File: src/audio_transport_pkg.sv
package audio_transport_pkg;

	// APB register byte offsets
	localparam logic [7:0] CTRL_OFFSET      = 8'h00;
	localparam logic [7:0] PIXCLK_OFFSET    = 8'h04;
	localparam logic [7:0] STATUS_OFFSET    = 8'h08;
	localparam logic [7:0] TXCOUNT_OFFSET   = 8'h0C;
	localparam logic [7:0] CLEAR_OFFSET     = 8'h10;

	// Control register field positions
	localparam int CTRL_SURROUND_BIT = 0;
	localparam int CTRL_ISLAND_BIT   = 1;
	localparam int CTRL_FOURCH_BIT   = 2;
	localparam int CTRL_TDM_BIT      = 3;
	localparam int CTRL_TDM8_BIT     = 4;
	localparam int CTRL_AUX_BIT      = 5;
	localparam int CTRL_EMBED_BIT    = 6;
	localparam int CTRL_DUAL_BIT     = 7;
	localparam int CTRL_WLEN_LSB     = 8;
	localparam int CTRL_WLEN_W       = 7;

	// Surround and island transport on, embedded audio on, dual lane on, 24-bit slots
	localparam logic [31:0] CTRL_RESET   = 32'h0000_18C3;
	localparam logic [7:0]  PIXCLK_RESET = 8'h00;

	// Compatibility window for legacy partners, input video clock in MHz
	localparam logic [7:0] LEGACY_MIN_MHZ = 8'd25;
	localparam logic [7:0] LEGACY_MAX_MHZ = 8'd96;

	// TDM: 256 bit clocks per frame, four slots up to 64 bits or eight up to 32
	localparam int          TDM_FRAME_BITS = 256;
	localparam logic [3:0]  TDM_SLOTS_WIDE = 4'd4;
	localparam logic [3:0]  TDM_SLOTS_NARROW = 4'd8;
	localparam logic [6:0]  WORD_STORE_BITS = 7'd32;
	localparam logic [6:0]  BITCNT_MAX = 7'h7F;

	// Partner kind as reported by link detection
	localparam logic [1:0] PARTNER_NONE        = 2'd0;
	localparam logic [1:0] PARTNER_NEW         = 2'd1;
	localparam logic [1:0] PARTNER_LEGACY      = 2'd2;
	localparam logic [1:0] PARTNER_LEGACY_SURR = 2'd3;

	// Source numbering on the link tag
	localparam int SRC_COUNT = 6;
	localparam int LANE_COUNT = 5;
	localparam logic [2:0] SRC_AUX   = 3'd4;
	localparam logic [2:0] SRC_EMBED = 3'd5;

endpackage

File: src/audio_transport.sv
// The register offsets and the APB register port were decided locally.
`timescale 1ns/1ps
// Function
// RL1: Legacy partners served only while pixel clock is within 25 to 96 MHz.
// RL2: Legacy partner detected forces single-lane output on the primary pair.
// RL3: Legacy surround-default partner with surround enabled gets 18-bit video.
// RL4: Host clears surround enable to restore 24-bit video to that partner.
// RL5: Embedded video audio samples are carried over the forward link.
// RL6: Source keeps bit clock between 1 MHz and min of pixel/2, 13 MHz.
// RL7: Four data inputs, two channels each, split by shared word select level.
// RL8: Source runs bit clock at twice word size times sample rate.
// RL9: Default transport packs audio into data islands sent only in blanking.
// RL10: Islands off: frame transport sends A to new, A and B to legacy.
// RL11: Surround carries all four inputs, islands only, new partners only.
// RL12: Upstream repeater surround request forces surround over islands.
// RL13: Host sets four-channel A/B mode explicitly in every repeater node.
// RL14: Auxiliary audio channel uses GPIO0/GPIO1 pins, sent independently.
// RL15: TDM input with configurable word length and channel count.
// RL16: 256-bit TDM frame gives four 64-bit or eight 32-bit slots.
// RL17: Sample on bit clock rising edge; first bit after select change is MSB.
module audio_transport
	import audio_transport_pkg::*;
(
	input  wire logic        CLK,                // 20 MHz system clock
	input  wire logic        RST_N,              // Synchronous reset, active low
	input  wire logic        PSEL,               // APB select
	input  wire logic        PENABLE,            // APB access phase
	input  wire logic        PWRITE,             // APB direction
	input  wire logic [7:0]  PADDR,              // APB byte address
	input  wire logic [31:0] PWDATA,             // APB write data
	output logic      [31:0] PRDATA,             // APB read data
	output logic             PREADY,             // APB ready
	output logic             PSLVERR,            // APB error, unmapped address
	input  wire logic        AUDIO_BIT_CLK,      // Serial audio bit clock pin
	input  wire logic        AUDIO_WORD_SELECT,  // Shared word select pin
	input  wire logic        AUDIO_DATA_A,       // Serial audio data A
	input  wire logic        AUDIO_DATA_B,       // Serial audio data B
	input  wire logic        AUDIO_DATA_C,       // Serial audio data C
	input  wire logic        AUDIO_DATA_D,       // Serial audio data D
	input  wire logic [1:0]  GPIO_IN,            // GPIO pins, aux data and aux select
	input  wire logic [1:0]  PARTNER_KIND,       // Detected deserializer kind
	input  wire logic        RPT_SURROUND_REQ,   // Surround request from upstream
	input  wire logic        VIDEO_BLANKING,     // Video blanking interval, same clock
	input  wire logic        EMB_VALID,          // Embedded audio sample strobe
	input  wire logic [31:0] EMB_SAMPLE,         // Embedded audio sample
	input  wire logic [2:0]  EMB_CHAN,           // Embedded audio channel
	input  wire logic        LINK_READY,         // Link accepts a word
	output logic             LINK_VALID,         // Link word valid
	output logic      [31:0] LINK_WORD,          // Audio word to link
	output logic      [2:0]  LINK_SRC,           // Source lane of word
	output logic      [2:0]  LINK_CHAN,          // Channel or slot of word
	output logic             LINK_ISLAND,        // Word travels in a data island
	output logic             SINGLE_LANE,        // Primary serial output only
	output logic             VIDEO_18BIT         // Video reduced to 18-bit colour
);

	// Pin synchronisers: stage one feeds stage two only
	logic [10:0] sync1_ff;
	logic [10:0] sync2_ff;
	logic        bclk_prev_ff;
	always_ff @(posedge CLK) begin
		if (!RST_N) begin
			sync1_ff     <= '0;
			sync2_ff     <= '0;
			bclk_prev_ff <= 1'b0;
		end else begin
			sync1_ff     <= {RPT_SURROUND_REQ, PARTNER_KIND, GPIO_IN, AUDIO_DATA_D, AUDIO_DATA_C,
				AUDIO_DATA_B, AUDIO_DATA_A, AUDIO_WORD_SELECT, AUDIO_BIT_CLK};
			sync2_ff     <= sync1_ff;
			bclk_prev_ff <= sync2_ff[0];
		end
	end

	logic       ws_main;
	logic [4:0] lane_bit;
	logic [4:0] lane_ws;
	logic [1:0] partner;
	logic       rpt_surr;
	// RL17: rising edge sample
	logic       bclk_rise;
	assign bclk_rise = sync2_ff[0] & ~bclk_prev_ff;
	assign ws_main   = sync2_ff[1];
	assign partner   = sync2_ff[9:8];
	assign rpt_surr  = sync2_ff[10];
	// RL14: aux data on GPIO0, aux select on GPIO1
	assign lane_bit  = {sync2_ff[6], sync2_ff[5:2]};
	assign lane_ws   = {sync2_ff[7], {4{ws_main}}};

	// Registers
	logic [31:0] ctrl_ff;
	logic [7:0]  pixclk_ff;
	logic        overrun_ff;
	logic [31:0] txcount_ff;
	logic        apb_done;
	logic        addr_ok;
	assign apb_done = PSEL & PENABLE & PREADY;
	assign addr_ok  = (PADDR == CTRL_OFFSET) || (PADDR == PIXCLK_OFFSET) || (PADDR == STATUS_OFFSET) ||
		(PADDR == TXCOUNT_OFFSET) || (PADDR == CLEAR_OFFSET);

	logic       surround_en;
	logic       island_en;
	logic       tdm_en;
	logic       aux_en;
	logic [6:0] wlen;
	assign surround_en = ctrl_ff[CTRL_SURROUND_BIT];
	assign island_en   = ctrl_ff[CTRL_ISLAND_BIT];
	assign tdm_en      = ctrl_ff[CTRL_TDM_BIT];
	assign aux_en      = ctrl_ff[CTRL_AUX_BIT];
	assign wlen        = ctrl_ff[CTRL_WLEN_LSB +: CTRL_WLEN_W];

	// Effective transport mode
	logic partner_new;
	logic partner_legacy;
	logic compat_ok;
	logic island_eff;
	logic surround_eff;
	logic [3:0] max_slots;
	assign partner_new    = (partner == PARTNER_NEW);
	assign partner_legacy = (partner == PARTNER_LEGACY) || (partner == PARTNER_LEGACY_SURR);
	// RL1: legacy window check
	assign compat_ok      = !partner_legacy || ((pixclk_ff >= LEGACY_MIN_MHZ) && (pixclk_ff <= LEGACY_MAX_MHZ));
	// RL12: repeater request forces islands
	assign island_eff     = island_en | rpt_surr;
	// RL11: surround needs islands and new partner
	assign surround_eff   = (surround_en | rpt_surr) & island_eff & partner_new;
	// RL16: slot count by slot width
	assign max_slots      = ctrl_ff[CTRL_TDM8_BIT] ? TDM_SLOTS_NARROW : TDM_SLOTS_WIDE;

	// Lane deserialisers
	logic [31:0] sh_ff   [LANE_COUNT];
	logic [6:0]  cnt_ff  [LANE_COUNT];
	logic [3:0]  slot_ff [LANE_COUNT];
	logic        wsp_ff  [LANE_COUNT];
	logic [SRC_COUNT-1:0] cap;
	logic [31:0] cap_word [SRC_COUNT];
	logic [2:0]  cap_chan [SRC_COUNT];
	logic [31:0] shifted  [LANE_COUNT];

	// Word completion per lane, combinational
	always_comb begin
		for (int l = 0; l < LANE_COUNT; l++) begin
			shifted[l]  = {sh_ff[l][30:0], lane_bit[l]};
			cap[l]      = 1'b0;
			cap_word[l] = sh_ff[l];
			cap_chan[l] = {2'b00, wsp_ff[l]};
			if (bclk_rise) begin
				if (lane_ws[l] != wsp_ff[l]) begin
					// RL7: select level names the channel just ended
					cap[l] = !tdm_en && (cnt_ff[l] != 7'd0);
				end else if (tdm_en && (cnt_ff[l] + 7'd1 == wlen) && (slot_ff[l] < max_slots)) begin
					// RL15: slot complete at programmed length
					cap[l]      = 1'b1;
					cap_word[l] = (cnt_ff[l] < WORD_STORE_BITS) ? shifted[l] : sh_ff[l];
					cap_chan[l] = slot_ff[l][2:0];
				end
			end
		end
		// RL5: embedded audio enters as its own source
		cap[SRC_EMBED]      = EMB_VALID & ctrl_ff[CTRL_EMBED_BIT];
		cap_word[SRC_EMBED] = EMB_SAMPLE;
		cap_chan[SRC_EMBED] = EMB_CHAN;
	end

	// Shift state per lane; only the first 32 bits of a wide slot are kept
	always_ff @(posedge CLK) begin
		if (!RST_N) begin
			for (int l = 0; l < LANE_COUNT; l++) begin
				sh_ff[l]   <= '0;
				cnt_ff[l]  <= '0;
				slot_ff[l] <= '0;
				wsp_ff[l]  <= 1'b0;
			end
		end else if (bclk_rise) begin
			for (int l = 0; l < LANE_COUNT; l++) begin
				if (lane_ws[l] != wsp_ff[l]) begin
					// RL17: first bit after change is MSB
					sh_ff[l]   <= {31'h0000_0000, lane_bit[l]};
					cnt_ff[l]  <= 7'd1;
					slot_ff[l] <= '0;
					wsp_ff[l]  <= lane_ws[l];
				end else if (tdm_en && (cnt_ff[l] + 7'd1 == wlen)) begin
					sh_ff[l]   <= '0;
					cnt_ff[l]  <= '0;
					slot_ff[l] <= (slot_ff[l] < max_slots) ? slot_ff[l] + 4'd1 : slot_ff[l];
				end else begin
					sh_ff[l]   <= (cnt_ff[l] < WORD_STORE_BITS) ? shifted[l] : sh_ff[l];
					cnt_ff[l]  <= (cnt_ff[l] == BITCNT_MAX) ? cnt_ff[l] : cnt_ff[l] + 7'd1;
				end
			end
		end
	end

	// Which sources may go out now
	logic [SRC_COUNT-1:0] lane_en;
	logic [SRC_COUNT-1:0] elig;
	always_comb begin
		lane_en[0] = 1'b1;
		// RL10: frame transport sends B only to legacy
		lane_en[1] = island_eff ? (ctrl_ff[CTRL_FOURCH_BIT] | surround_eff) : partner_legacy;
		// RL11: C and D only in surround
		lane_en[2] = surround_eff;
		lane_en[3] = surround_eff;
		// RL14: aux only to new partners
		lane_en[4] = aux_en & partner_new;
		lane_en[5] = island_eff;
		// RL9: islands only during blanking
		elig = (island_eff && !VIDEO_BLANKING) || !compat_ok || (partner == PARTNER_NONE) ? '0 : lane_en;
	end

	// Holding register per source; a new capture wins over a take
	logic [SRC_COUNT-1:0] pend_ff;
	logic [31:0] pword_ff [SRC_COUNT];
	logic [2:0]  pchan_ff [SRC_COUNT];
	logic [SRC_COUNT-1:0] take;
	logic [2:0]  take_src;
	logic        can_load;
	assign can_load = !LINK_VALID || LINK_READY;

	// Fixed priority: A, B, C, D, aux, embedded
	always_comb begin
		take     = '0;
		take_src = '0;
		for (int s = SRC_COUNT - 1; s >= 0; s--) begin
			if (can_load && pend_ff[s] && elig[s]) begin
				take     = '0;
				take[s]  = 1'b1;
				take_src = 3'(s);
			end
		end
	end

	always_ff @(posedge CLK) begin
		if (!RST_N) begin
			pend_ff <= '0;
			for (int s = 0; s < SRC_COUNT; s++) begin
				pword_ff[s] <= '0;
				pchan_ff[s] <= '0;
			end
		end else begin
			pend_ff <= cap | (pend_ff & ~take);
			for (int s = 0; s < SRC_COUNT; s++) begin
				if (cap[s]) begin
					pword_ff[s] <= cap_word[s];
					pchan_ff[s] <= cap_chan[s];
				end
			end
		end
	end

	// Link word output, held until accepted
	always_ff @(posedge CLK) begin
		if (!RST_N) begin
			LINK_VALID  <= 1'b0;
			LINK_WORD   <= '0;
			LINK_SRC    <= '0;
			LINK_CHAN   <= '0;
			LINK_ISLAND <= 1'b0;
		end else if (can_load) begin
			LINK_VALID  <= |take;
			LINK_WORD   <= pword_ff[take_src];
			LINK_SRC    <= take_src;
			LINK_CHAN   <= pchan_ff[take_src];
			LINK_ISLAND <= island_eff;
		end
	end

	// Lane count and colour depth toward the video path
	always_ff @(posedge CLK) begin
		if (!RST_N) begin
			SINGLE_LANE <= 1'b1;
			VIDEO_18BIT <= 1'b0;
		end else begin
			// RL2: legacy partner uses one lane
			SINGLE_LANE <= partner_legacy | ~ctrl_ff[CTRL_DUAL_BIT];
			// RL3: surround-default legacy partner
			// RL4: cleared surround enable restores 24-bit
			VIDEO_18BIT <= (partner == PARTNER_LEGACY_SURR) & surround_en;
		end
	end

	// Overrun sticky and sent-word counter; a new overrun beats the clear
	logic clr_wr;
	assign clr_wr = apb_done && PWRITE && (PADDR == CLEAR_OFFSET) && PWDATA[0];
	always_ff @(posedge CLK) begin
		if (!RST_N) begin
			overrun_ff <= 1'b0;
			txcount_ff <= '0;
		end else begin
			overrun_ff <= |(cap & pend_ff & ~take) | (overrun_ff & ~clr_wr);
			txcount_ff <= (LINK_VALID && LINK_READY) ? txcount_ff + 32'd1 : txcount_ff;
		end
	end

	// Control writes
	always_ff @(posedge CLK) begin
		if (!RST_N) begin
			ctrl_ff   <= CTRL_RESET;
			pixclk_ff <= PIXCLK_RESET;
		end else if (apb_done && PWRITE) begin
			if (PADDR == CTRL_OFFSET) begin
				ctrl_ff <= {17'h0_0000, PWDATA[14:0]};
			end
			if (PADDR == PIXCLK_OFFSET) begin
				pixclk_ff <= PWDATA[7:0];
			end
		end
	end

	// APB answer: one wait cycle so read data comes from a flip-flop
	always_ff @(posedge CLK) begin
		if (!RST_N) begin
			PREADY  <= 1'b0;
			PRDATA  <= '0;
			PSLVERR <= 1'b0;
		end else if (PSEL && PENABLE && !PREADY) begin
			PREADY  <= 1'b1;
			PSLVERR <= !addr_ok;
			case (PADDR)
				CTRL_OFFSET:    PRDATA <= ctrl_ff;
				PIXCLK_OFFSET:  PRDATA <= {24'h00_0000, pixclk_ff};
				STATUS_OFFSET:  PRDATA <= {23'h00_0000, overrun_ff, compat_ok, surround_eff, island_eff,
					VIDEO_18BIT, SINGLE_LANE, rpt_surr, partner};
				TXCOUNT_OFFSET: PRDATA <= txcount_ff;
				default:        PRDATA <= '0;
			endcase
		end else begin
			PREADY  <= 1'b0;
			PSLVERR <= 1'b0;
		end
	end

endmodule

File: config.mk
export PLATFORM = sky130hd
export DESIGN_NAME = audio_transport
export DESIGN_NICKNAME = d
export VERILOG_FILES = /design/src/audio_transport_pkg.sv /design/src/audio_transport.sv
export SDC_FILE = /design/constraint.sdc
export NUM_CORES = 1
export LEC_CHECK = 0
export ABC_AREA = 1
export BUFFER_PORTS_ARGS = -buffer_cell sky130_fd_sc_hd__buf_2
export CORE_AREA = 2 2 209 313
export DETAILED_ROUTE_END_ITERATION = 8
export DIE_AREA = 0 0 211 315
export PLACE_DENSITY = 0.73
export SLEW_MARGIN = 20
export SYNTH_ARGS = -nofsm -noshare
export SYNTH_HDL_FRONTEND = slang
export SYNTH_SLANG_ARGS = --single-unit
File: constraint.sdc
create_clock -name CLK -period 4.95 [get_ports CLK]
set_input_delay 0.7425 -clock CLK [delete_from_list [all_inputs] [get_ports CLK]]
set_output_delay 0.7425 -clock CLK [all_outputs]
set_load 0.02 [all_outputs]
==> run_results.csv <==
group,metric,value,unit
status,status,"completed",
yosys,synth_top_family_by_area,"simple AND/OR/NAND/NOR gates",
sta,worst_slack,1.56,ns
routing,num_vias,23400,
routing,drt-total-wl,75400,um
yosys,synth-seq-cells,591,
finish,fin_nets,3571,
finish,utilization,0.516,
setup_path,cp.required,5.38,ns
pwr,p_clk_frac,0.418,
routing,via_per_inst,5.41,
yosys,synth-edff-count,430,
floorplan,ios,170,
yosys,yosys_warnings,0,
yosys,synth-async-reset-ratio,0,
sta,finClkSkew,0.0242,ns
floorplan,row_count,114,
setup_path,cp-start-kind,"flip-flop",
routing,wire_per_inst,17.5,um
yosys,synth-compound-area-share,0.0903,
sta,slew_headroom,0.197,
yosys,synth_area_leaders,"edfxtp_1 44%, dfxtp_1 11%, nand2_1 8.0%",
routing,drc,0,
setup_path,critPathCaptureType,"flip-flop",
pwr,p_switching,2.68,mW
global_routing,grt_pass1_vias,22600,
global_routing,antenna_found_initial,0,
pwr,internal_power,8.57,mW
min_path,hp-start,"PARTNER_KIND[1]",
placement,gp_congestion,0.885,
placement,dpl.cell_count,4211,
clock_tree,cts_tree,"yes",
min_path,holdCritPathClass,"input pin to flip-flop",
pwr,p_seq_frac,0.505,
floorplan,initial_core_util,0.463,
sta,fmax,0.295,GHz
placement,pre_cts_ws,1.45,ns
floorplan,die_area,66500,um2
yosys,ys_types,52,
global_routing,grt_pass1_wl,119000,um
setup_path,worstReg2RegEnd,"pword_ff[3][24]",
clock_tree,cts_buffers,55,
pwr,leakagePower,13.8,nW
yosys,synthMostInstantiatedCell,"nand2_1",
sta,drv_slew,0,
clock_tree,path_clk_slew,0.07,ns
sta,fin_tns_setup,0,ns
finish,drive_gt1_frac,0.0991,
yosys,yosys-mux-area-fraction,0.0409,
sta,rsz0062_at_grt,"false",
finish,diodes,0,
yosys,synth-main-ff-cell,"edfxtp_1",
finish,area_growth,11.6,%
sta,hold_viol,0,
setup_path,cp_max_fo,24,
clock_tree,cts_setup_buffers,0,
clock_tree,insertion_delay,0.63,ns
pwr,pwr-share-comb,0.076,
clock_tree,post_cts_resized,0,
sta,setup_viol,0,
setup_path,crit_arrival,3.82,ns
floorplan,die_x,211,um
yosys,syn_inst,3382,
yosys,yosys.area_share.adder,0.00887,
yosys,synth_area,29600,um2
yosys,synth-simple-area-share,0.228,
clock_tree,clock_path_buffers,3,
sta,tightest_slew,1.20,ns
setup_path,critPathKind,"flip-flop to flip-flop",
global_routing,grt_overflow_total,0,
global_routing,grt_max_degree,107,
pwr,totalPowerFinal,11.2,mW
setup_path,reg2reg_slack,1.56,ns
yosys,yosysTopAreaCell,"edfxtp_1",
min_path,hold_depth,3,
placement,portBuffers,152,
run,drv_cap,0,
pwr,p_per_area,340,nW/um2
yosys,postSynthAreaPerCell,8.76,um2
placement,dpl_cell_area,31000,um2
floorplan,die_h,315,um
pwr,peakVddDrop,0.255,mV
sta,whs,0.296,ns
yosys,ys_seq_area_frac,0.545,
clock_tree,cts_root_buffer,"clkbuf_16",
routing,drt-pass1-iter-count,5,
floorplan,coreArea,64000,um2
yosys,synth_nets,3497,
yosys,synth_top_area_share,0.436,
routing,drtIter0Drc,1901,
yosys,synth_commonest_cells,"635 x nand2_1, 446 x nor2_1, 430 x edfxtp_1",
sta,period_minus_slack,3.39,ns
routing,ant_nets,0,
clock_tree,ctsHtreeMaxLevel,2,
min_path,hold_end,"sync1_ff[9]",
setup_path,reg2reg_depth,13,
sta,fin_crit_sh,0.685,
global_routing,grt_usage,0.225,
finish,instances_no_fill,4315,
clock_tree,cts_hold_repair.buffers,0,
clock_tree,cts_sinks,591,
pwr,switching_share,0.238,
yosys,synthXorXnorAreaFrac,0.0115,
placement,dp_hpwl,50900,um
finish,fin_area,33100,um2
setup_path,r2r_start,"cnt_ff[3][0]",
==> placed cells by master, fill, tap and decap left out, types with 32 or more instances in the layout <==
master       n
o21ai_0    156
nand2_1    635
nor2_1     442
clkbuf_16   57
or2_0       57
mux2i_1    121
a211oi_1    38
dfxtp_1    161
o21a_1      32
buf_4       39
nand3_1    290
inv_1      372
edfxtp_1   430
a21oi_1    199
buf_2      151
==> worst max path at each step <==
stage | start | to | cells past startpoint
CTS | cnt_ff[3][0] | pword_ff[3][24] | 13
floorplan | RST_N | cnt_ff[1][0] | 6
global route | cnt_ff[3][0] | pword_ff[3][24] | 13
global placement | LINK_READY | LINK_WORD[2] | 14
finish | cnt_ff[3][0] | pword_ff[3][24] | 13
detailed placement | LINK_READY | LINK_WORD[2] | 14
==> per-layer routing <==
metal,track usage,routed length [um]
met4,0.114,3830
met1,0.267,29100
met2,0.400,38100
met5,0,0
met3,0.0251,4330
==> kinds of logic (layout without fill, tap and decap cells) <==
kind of cell             after synthesis  after routing
XOR/XNOR                              39             39
AO/OA/AOI/OAI                        478            478
adder cells (fa/ha/maj)               21             21
flip-flops                           591            591
buffers and inverters                570            691
AND/OR/NAND/NOR                     1562           1562
multiplexers                         121            121
==> area by class of cell <==
class / instances / area, um2
Clock buffer: 71 / 1550
Clock inverter: 33 / 462
Fill cell: 5755 / 31000
Inverter: 394 / 1480
Multi-Input combinational cell: 2221 / 11300
Sequential cell: 591 / 16100
Tap cell: 812 / 1020
Timing Repair Buffer: 193 / 1110
==> power groups by stage <==
stage               registers (mW)  logic (mW)  clock network (mW)
finish                        5.68       0.857                4.71
global route                  5.71       0.955                4.92
CTS                           5.68       0.858                4.76
detailed placement            5.79       0.853                   0
global placement              5.78       0.841                   0
floorplan                     5.78       0.561                   0
==> critical path, stage by stage, from the launching register on <==
cell and delay, ns:
edfxtp_1 0.42, inv_1 0.09, ha_1 0.31, inv_1 0.08, nor2_1 0.04, nor3_1 0.22
nand3b_1 0.10, nor2_1 0.26, nand3_2 0.20, nand2_1 0.11, nand2_1 0.12, nor2_2 0.51
inv_2 0.39, a211oi_1 0.33
==> state kept, by name, summed over array words and instances, names as in the netlist <==
name,cells
PRDATA,32
sh_ff,160
ctrl_ff,15
cnt_ff,35
wsp_ff,5
txcount_ff,32
pword_ff,192
SINGLE_LANE,1
bclk_prev_ff,1
sync1_ff,11
pixclk_ff,8
slot_ff,20
sync2_ff,11
pend_ff,6
PSLVERR,1
PREADY,1
LINK_CHAN,3
overrun_ff,1
VIDEO_18BIT,1
LINK_VALID,1
pchan_ff,18
LINK_WORD,32
LINK_ISLAND,1
LINK_SRC,3
Power figures use the tool's default switching activity.
